`src/logic/adc_control_pkg.sv`:
```
// Shared constants and types for the converter control block.
// Assumes a single 250 MHz clock; the block is the only user.
package adc_control_pkg;

  ////////////////////////////////////////////////////////////////////////
  // Result and timing
  localparam int RESULT_WIDTH = 12;
  localparam logic [3:0] MSB_INDEX = 4'hb;
  localparam int CLOCK_PERIOD_NS = 4;
  // Time given to each bit decision of the self-timed sequencer
  localparam int BIT_TIME_NS = 600;
  localparam int BIT_CYCLES =
    (BIT_TIME_NS + CLOCK_PERIOD_NS - 1) / CLOCK_PERIOD_NS;
  // Reference settling after leaving sleep
  localparam int REF_SETTLE_US = 4200;
  localparam int REF_SETTLE_CYCLES =
    REF_SETTLE_US * 1000 / CLOCK_PERIOD_NS;

  ////////////////////////////////////////////////////////////////////////
  // Register map
  localparam int ADDR_WIDTH = 4;
  localparam logic [3:0] CTRL_OFFSET = 4'h0;
  localparam logic [3:0] STATUS_OFFSET = 4'h4;
  localparam logic [3:0] RESULT_OFFSET = 4'h8;
  localparam int CTRL_TWO_BYTE_BIT = 0;
  localparam logic CTRL_TWO_BYTE_RESET = 1'b0;
  localparam int STATUS_BUSY_N_BIT = 0;
  localparam int STATUS_REF_READY_BIT = 1;
  localparam int STATUS_NAP_BIT = 2;
  localparam int STATUS_SLEEP_BIT = 3;
  localparam logic [1:0] RESP_OKAY = 2'b00;
  localparam logic [1:0] RESP_SLVERR = 2'b10;

  ////////////////////////////////////////////////////////////////////////
  // Data line patterns
  localparam logic [11:0] ALL_LINES = 12'hfff;
  localparam logic [11:0] BYTE_LINES = 12'h0ff;
  localparam logic [11:0] NO_LINES = 12'h000;

  typedef enum logic [1:0] {
    ST_IDLE = 2'b01,
    ST_CONVERT = 2'b10
  } conv_state_type;

  // Three-state data lines: level and per-line drive enable
  typedef struct packed {
    logic [11:0] value;
    logic [11:0] enable;
  } data_pins_type;

endpackage

```
`src/logic/sar_adc_parallel_host_control.sv`:
```
// Control and parallel readout of a 12-bit successive approximation
// converter, with a small AXI4-Lite register slave.
// Assumes host pins are synchronous to clock and that an analog
// comparator answers comparator_above for the trial code on dac_trial.
//
// Added by the designer: the AXI4-Lite interface to the registers and the placing of the registers.
`timescale 1ns/1ns

module sar_adc_parallel_host_control #(
  parameter int reference_settle_cycles =
    adc_control_pkg::REF_SETTLE_CYCLES,
  parameter int bit_cycles = adc_control_pkg::BIT_CYCLES
) (
  input wire logic clock,
  input wire logic rst,
  input wire logic chip_select_n,
  input wire logic conversion_start_n,
  input wire logic read_strobe_n,
  input wire logic high_byte_select,
  input wire logic sleep_n,
  input wire logic light_powerdown_n,
  input wire logic comparator_above,
  output logic [11:0] dac_trial,
  output logic busy_n,
  output logic reference_ready,
  output logic light_powerdown_active,
  output adc_control_pkg::data_pins_type data_lines,
  input wire logic [3:0] s_axi_awaddr,
  input wire logic s_axi_awvalid,
  output logic s_axi_awready,
  input wire logic [31:0] s_axi_wdata,
  input wire logic [3:0] s_axi_wstrb,
  input wire logic s_axi_wvalid,
  output logic s_axi_wready,
  output logic [1:0] s_axi_bresp,
  output logic s_axi_bvalid,
  input wire logic s_axi_bready,
  input wire logic [3:0] s_axi_araddr,
  input wire logic s_axi_arvalid,
  output logic s_axi_arready,
  output logic [31:0] s_axi_rdata,
  output logic [1:0] s_axi_rresp,
  output logic s_axi_rvalid,
  input wire logic s_axi_rready
);

  localparam int SETTLE_WIDTH = $clog2(reference_settle_cycles + 1);
  localparam int BIT_COUNT_WIDTH = $clog2(bit_cycles + 1);
  localparam logic [SETTLE_WIDTH-1:0] SETTLE_LAST =
    SETTLE_WIDTH'(reference_settle_cycles - 1);
  localparam logic [BIT_COUNT_WIDTH-1:0] BIT_LAST =
    BIT_COUNT_WIDTH'(bit_cycles - 1);

  adc_control_pkg::conv_state_type state;
  adc_control_pkg::conv_state_type next_state;
  logic start_prev;
  logic [11:0] approximation_register;
  logic [11:0] result_latch;
  logic [3:0] bit_index;
  logic [BIT_COUNT_WIDTH-1:0] bit_count;
  logic [SETTLE_WIDTH-1:0] settle_count;
  logic two_byte_mode;

  ////////////////////////////////////////////////////////////////////////
  // Start detection and sequencing terms
  wire converting = (state == adc_control_pkg::ST_CONVERT);
  wire start_edge = start_prev & ~conversion_start_n
    & ~chip_select_n;
  // Starts are dropped while powered down, not queued for later
  wire start_accept = start_edge & ~converting & sleep_n
    & ~light_powerdown_active;
  wire bit_tick = converting & (bit_count == BIT_LAST);
  wire last_bit = (bit_index == 4'h0);
  wire finish = bit_tick & last_bit;
  wire [11:0] trial_bit = 12'h001 << bit_index;
  wire [11:0] trial_code = approximation_register | trial_bit;
  wire [11:0] decided_code =
    comparator_above ? trial_code : approximation_register;

  // Nap only exists in the two-byte variant
  assign light_powerdown_active =
    two_byte_mode & ~light_powerdown_n;
  assign dac_trial = trial_code;
  assign busy_n = ~converting;

  // Next state: sleep aborts a conversion, nothing else can
  always_comb begin
    next_state = state;
    case (state)
      adc_control_pkg::ST_IDLE: begin
        if (start_accept) begin
          next_state = adc_control_pkg::ST_CONVERT;
        end
      end
      adc_control_pkg::ST_CONVERT: begin
        if (finish) begin
          next_state = adc_control_pkg::ST_IDLE;
        end
      end
      default: begin
        next_state = adc_control_pkg::ST_IDLE;
      end
    endcase
    if (!sleep_n) begin
      next_state = adc_control_pkg::ST_IDLE;
    end
  end

  // State register and previous start level
  always_ff @(posedge clock or posedge rst) begin
    if (rst) begin
      state <= adc_control_pkg::ST_IDLE;
      start_prev <= 1'b1;
    end else begin
      state <= next_state;
      start_prev <= conversion_start_n;
    end
  end

  ////////////////////////////////////////////////////////////////////////
  // Bit timer: one enable pulse per decision
  always_ff @(posedge clock or posedge rst) begin
    if (rst) begin
      bit_count <= '0;
    end else if (!converting || bit_tick) begin
      bit_count <= '0;
    end else begin
      bit_count <= bit_count + BIT_COUNT_WIDTH'(1);
    end
  end

  // Successive approximation, MSB first
  always_ff @(posedge clock or posedge rst) begin
    if (rst) begin
      approximation_register <= 12'h000;
      bit_index <= adc_control_pkg::MSB_INDEX;
    end else if (start_accept) begin
      approximation_register <= 12'h000;
      bit_index <= adc_control_pkg::MSB_INDEX;
    end else if (bit_tick) begin
      approximation_register <= decided_code;
      bit_index <= bit_index - 4'h1;
    end
  end

  // Output latches load on the edge that ends busy, so data and busy change together
  always_ff @(posedge clock or posedge rst) begin
    if (rst) begin
      result_latch <= 12'h000;
    end else if (finish) begin
      result_latch <= decided_code;
    end
  end

  ////////////////////////////////////////////////////////////////////////
  // Reference settling after sleep
  always_ff @(posedge clock or posedge rst) begin
    if (rst) begin
      settle_count <= '0;
      reference_ready <= 1'b0;
    end else if (!sleep_n) begin
      settle_count <= '0;
      reference_ready <= 1'b0;
    end else if (!reference_ready) begin
      if (settle_count == SETTLE_LAST) begin
        reference_ready <= 1'b1;
      end else begin
        settle_count <= settle_count + SETTLE_WIDTH'(1);
      end
    end
  end

  ////////////////////////////////////////////////////////////////////////
  // Three-state data lines, read from the latch only
  wire read_enable = ~read_strobe_n & ~chip_select_n;
  // Codes leave the latch unaltered: straight or offset binary
  wire [7:0] byte_value = high_byte_select
    ? {4'h0, result_latch[11:8]}
    : result_latch[7:0];
  assign data_lines.value = two_byte_mode
    ? {4'h0, byte_value}
    : result_latch;
  assign data_lines.enable = !read_enable ? adc_control_pkg::NO_LINES
    : two_byte_mode ? adc_control_pkg::BYTE_LINES
    : adc_control_pkg::ALL_LINES;

  ////////////////////////////////////////////////////////////////////////
  // AXI4-Lite slave: address and data taken in either order
  logic aw_held;
  logic w_held;
  logic [3:0] aw_addr;
  logic [31:0] w_data;
  logic [3:0] w_strb;

  assign s_axi_awready = ~aw_held & ~s_axi_bvalid;
  assign s_axi_wready = ~w_held & ~s_axi_bvalid;
  assign s_axi_arready = ~s_axi_rvalid;
  wire do_write = aw_held & w_held & ~s_axi_bvalid;
  wire do_read = s_axi_arvalid & s_axi_arready;
  wire write_ctrl = (aw_addr == adc_control_pkg::CTRL_OFFSET);
  wire write_known = write_ctrl
    | (aw_addr == adc_control_pkg::STATUS_OFFSET)
    | (aw_addr == adc_control_pkg::RESULT_OFFSET);

  // Read decode
  logic [31:0] read_value;
  logic read_known;
  always_comb begin
    read_value = 32'h0000_0000;
    read_known = 1'b1;
    if (s_axi_araddr == adc_control_pkg::CTRL_OFFSET) begin
      read_value[adc_control_pkg::CTRL_TWO_BYTE_BIT] = two_byte_mode;
    end else if (s_axi_araddr == adc_control_pkg::STATUS_OFFSET) begin
      read_value[adc_control_pkg::STATUS_BUSY_N_BIT] = busy_n;
      read_value[adc_control_pkg::STATUS_REF_READY_BIT] = reference_ready;
      read_value[adc_control_pkg::STATUS_NAP_BIT] = light_powerdown_active;
      read_value[adc_control_pkg::STATUS_SLEEP_BIT] = ~sleep_n;
    end else if (s_axi_araddr == adc_control_pkg::RESULT_OFFSET) begin
      read_value[11:0] = result_latch;
    end else begin
      read_known = 1'b0;
    end
  end

  // Write channel capture and response
  always_ff @(posedge clock or posedge rst) begin
    if (rst) begin
      aw_held <= 1'b0;
      w_held <= 1'b0;
      aw_addr <= 4'h0;
      w_data <= 32'h0000_0000;
      w_strb <= 4'h0;
      s_axi_bvalid <= 1'b0;
      s_axi_bresp <= adc_control_pkg::RESP_OKAY;
    end else begin
      if (s_axi_awvalid && s_axi_awready) begin
        aw_held <= 1'b1;
        aw_addr <= s_axi_awaddr;
      end
      if (s_axi_wvalid && s_axi_wready) begin
        w_held <= 1'b1;
        w_data <= s_axi_wdata;
        w_strb <= s_axi_wstrb;
      end
      if (do_write) begin
        aw_held <= 1'b0;
        w_held <= 1'b0;
        s_axi_bvalid <= 1'b1;
        s_axi_bresp <= write_known ? adc_control_pkg::RESP_OKAY
          : adc_control_pkg::RESP_SLVERR;
      end else if (s_axi_bready) begin
        s_axi_bvalid <= 1'b0;
      end
    end
  end

  // Control register: format changes take effect on the next read
  always_ff @(posedge clock or posedge rst) begin
    if (rst) begin
      two_byte_mode <= adc_control_pkg::CTRL_TWO_BYTE_RESET;
    end else if (do_write && write_ctrl && w_strb[0]) begin
      two_byte_mode <= w_data[adc_control_pkg::CTRL_TWO_BYTE_BIT];
    end
  end

  // Read channel
  always_ff @(posedge clock or posedge rst) begin
    if (rst) begin
      s_axi_rvalid <= 1'b0;
      s_axi_rdata <= 32'h0000_0000;
      s_axi_rresp <= adc_control_pkg::RESP_OKAY;
    end else if (do_read) begin
      s_axi_rvalid <= 1'b1;
      s_axi_rdata <= read_value;
      s_axi_rresp <= read_known ? adc_control_pkg::RESP_OKAY
        : adc_control_pkg::RESP_SLVERR;
    end else if (s_axi_rready) begin
      s_axi_rvalid <= 1'b0;
    end
  end

endmodule

```
`config.mk`:
```
export PLATFORM = sky130hd
export DESIGN_NAME = sar_adc_parallel_host_control
export DESIGN_NICKNAME = d
export VERILOG_FILES = /design/src/logic/adc_control_pkg.sv /design/src/logic/sar_adc_parallel_host_control.sv
export SDC_FILE = /design/constraint.sdc
export NUM_CORES = 1
export LEC_CHECK = 0
export ABC_AREA = 1
export BUFFER_PORTS_ARGS = -buffer_cell sky130_fd_sc_hd__buf_2
export CORE_ASPECT_RATIO = 1.5
export CORE_MARGIN = 2
export CORE_UTILIZATION = 55
export DETAILED_ROUTE_END_ITERATION = 10
export GPL_ROUTABILITY_DRIVEN = 0
export PLACE_DENSITY = 0.84
export SYNTH_ARGS = -nofsm -noshare
export SYNTH_HDL_FRONTEND = slang
export SYNTH_SLANG_ARGS = --single-unit
export TNS_END_PERCENT = 30
```
`constraint.sdc`:
```
create_clock -name clock -period 5 [get_ports clock]
set_clock_uncertainty 0.15 [all_clocks]
set_input_delay 0 -clock clock [delete_from_list [all_inputs] [get_ports clock]]
set_output_delay 0 -clock clock [all_outputs]
set_load 0.02 [all_outputs]
```
==> impl_metrics.yaml <==
worst_setup_path:
  start_kind: "flop"
  required_ps: 5110
  crit_path_end_kind: "flop"
  crit_fanout: 23
  path_class: "flop to flop"
  cp.arrival_ps: 2710
clock_network:
  cts_max_level: 3
  cts_repair_resize_count: 0
  cts_setup_buffers: 0
  cts_tree: "built"
  cts-root-buf: "clkbuf_16"
  cts_sinks: 86
  clock_path_buffers: 2
  clk_latency_ps: 340
  clkTransAtPathRegs_ps: 60
  cts_buffers: 9
  cts_hold_buf: 27
layout:
  drive_above_1_share_pct: 17.4
  area_growth_pct: 18.0
  fill_cells: 656
  fin_util_pct: 66.7
  final-instance-count-excl-fill: 824
  nets: 778
  diodes: 0
sta:
  slew_viol_final: 0
  period_needed_ps: 2600
  slew_headroom_pct: 28.8
  fmax_mhz: 385
  whs_ps: 25.5
  hold_violations: 0
  setup_violations: 0
  finalSetupTns_ps: 0
  tightest_slew_ps: 1070
  period_share_pct: 52.0
  worst_slack_ps: 2400
  rsz0062_at_grt: "false"
floorplan:
  die_w_um: 79.9
  die_h_um: 118
  core-area_sq_mm: 0.00841
  rows: 41
  ios: 138
  die_area_sq_mm: 0.00943
  start_util_pct: 56.6
placement:
  dp_hpwl_um: 7540
  post-place-ws_ps: 2480
  port_buffers: 81
  place_inst: 781
synthesis:
  synth_seq_cells: 86
  synth_seq_area_share_pct: 45.4
  synthCells: 617
  synth.top_cell.area_share_pct: 42.6
  synth_area_leaders: "dfrtp_1 43%, nand2_1 13%, inv_1 5.7%"
  netlist_area_sq_mm: 0.00476
  avgSynthCellArea_sq_um: 7.71
  yosysTopAreaCell: "dfrtp_1"
  synth_cell_type_count: 36
  ys_warn_count: 0
drt:
  wire_per_inst_um: 13.9
  drt_pass1_iterations: 5
  wl_um: 11400
  drc: 0
  first_iter_violations: 414
  viasPerCell: 5.30
  ant_nets: 0
  vias: 4366
power:
  leakage_nw: 2.83
  powerDensity_mw_per_mm2: 341
  peakVddDrop_uv: 305
global_routing:
  grt-ovfl-total: 0
  grt_max_degree: 87
  grtUsageTotal_pct: 25.1
  grt_pass1_wl_um: 18700
  antenna_found_initial: 0
  grt_pass1_vias: 4079
min_path:
  hold_path_class: "input port to flop"
outcome:
  status: "completed"
flow_run:
  max-cap-violations: 0
-- per-stage QoR --
step	area (sq um)	power [W]
global route	5610	0.00199
finish	5610	0.00191
global placement	5050	0.00116
floorplan	4840	0.00108
CTS	5610	0.00190
detailed placement	5050	0.00118
-- final cells by class --
class / count / area, sq um / area share (%)
well taps: 107 / 134 / 2.38
clock inverters: 7 / 72.6 / 1.29
clock buffers: 9 / 225 / 4.01
repair buffers: 109 / 683 / 12.2
inverters: 75 / 288 / 5.13
flip-flops and latches: 86 / 2160 / 38.4
multi-input cells: 431 / 2050 / 36.6
-- cells in the final DEF (no fill, tap or decap), types with 3 or more instances in the layout --
cell type      Yosys  final
conb_1             1     22
inv_1             72     71
o22ai_1            3      3
clkinv_2           0      3
o31ai_1            8      8
buf_2              3     81
nor3_1             4      4
ha_1               8      8
o21ai_2            9      9
mux2_2             3      3
nand4_1           10     10
a21oi_1           22     22
o21ai_0           51     51
dfstp_2            5      5
dfrtp_1           81     81
dlygate4sd3_1      0     27
o21bai_1           3      3
nand2_1          161    161
nand3_1           45     45
xor2_1             5      5
nor2_1            65     65
clkbuf_16          0      9
-- registers in the layout, summed over array words and instances, names as in the netlist --
| name | count |
|---|---|
| w_strb | 1 |
| aw_addr | 4 |
| reference_ready | 1 |
| s_axi_rvalid | 1 |
| s_axi_rresp | 1 |
| s_axi_rdata | 12 |
| start_prev | 1 |
| aw_held | 1 |
| state | 2 |
| bit_count | 8 |
| w_data | 1 |
| result_latch | 12 |
| bit_index | 4 |
| s_axi_bresp | 1 |
| w_held | 1 |
| approximation_register | 12 |
| two_byte_mode | 1 |
| settle_count | 21 |
| s_axi_bvalid | 1 |
-- critical path: stages, from the launching register on --
cell      delay, ps
dfrtp_1         390
inv_1            70
ha_1            140
nand3b_1         80
nor2_1          140
nand2_1         350
nor2_2          680
o21ai_0         300
a21oi_1         210
-- cells by family (layout without fill, tap and decap cells) --
family / count (synthesis) / count (layout) / share of synthesized area, %
AND/OR/NAND/NOR: 295 / 295 / 25.8
buffers and inverters: 121 / 200 / 13.1
AO/OA/AOI/OAI: 98 / 98 / 11.8
flip-flops: 86 / 86 / 45.4
adder cells (fa/ha/maj): 8 / 8 / 2.10
XOR/XNOR: 5 / 5 / 0.920
multiplexers: 3 / 3 / 0.710
other: 1 / 22 / 0.0788
-- routing by layer --
| metal | track usage, % | part of all wire (%) | up-vias |
|---|---|---|---|
| li1 | - | - | 2116 |
| met1 | 29.2 | 38 | 2040 |
| met2 | 44.0 | 54 | 178 |
| met3 | 4.29 | 5.5 | 32 |
| met4 | 11.7 | 2.9 | 0 |
| met5 | 0 | 0 | - |
-- power breakdown --
part           internal, W  switching [W]
Clock             0.000388       0.000283
Combinational     0.000161       0.000264
Sequential        0.000761      0.0000548
-- synthesized netlist by cell type --
master and count:
buf_12 1, conb_1 1, a21oi_1 22, nor2_1 65, o22ai_1 3, nand2_1 161, buf_1 1, nor4_1 1
xor2_1 5, or2_2 1, dfrtp_1 81, o31ai_1 8, nand2_4 1, buf_6 2, buf_2 3, a41oi_1 1
clkbuf_1 4, inv_1 72, dfstp_2 5, o221ai_1 1, o21ai_2 9, nand3b_1 2, nand2_2 2, buf_4 35
inv_6 1, o21bai_1 3, mux2_2 3, nor3_1 4, ha_1 8, nand3_2 1, nor2_2 2, nand3_1 45
nand4_1 10, inv_2 1, clkinv_1 1, o21ai_0 51
-- path summary, 6_finish.rpt --
check / from / endpoint / slack (ps) / cells after the start
min in group asynchronous: rst / settle_count[3] / 370 / 4
setup reg to reg: bit_count[1] / approximation_register[0] / 2400 / 8
hold reg to reg: bit_count[7] / bit_count[7] / 310 / 1
hold / removal: s_axi_araddr[3] / s_axi_rdata[0] / 30 / 6
max in group asynchronous: rst / result_latch[0] / 3620 / 4
setup / recovery: bit_count[1] / approximation_register[0] / 2400 / 8
(Power assumes the default switching activity.)
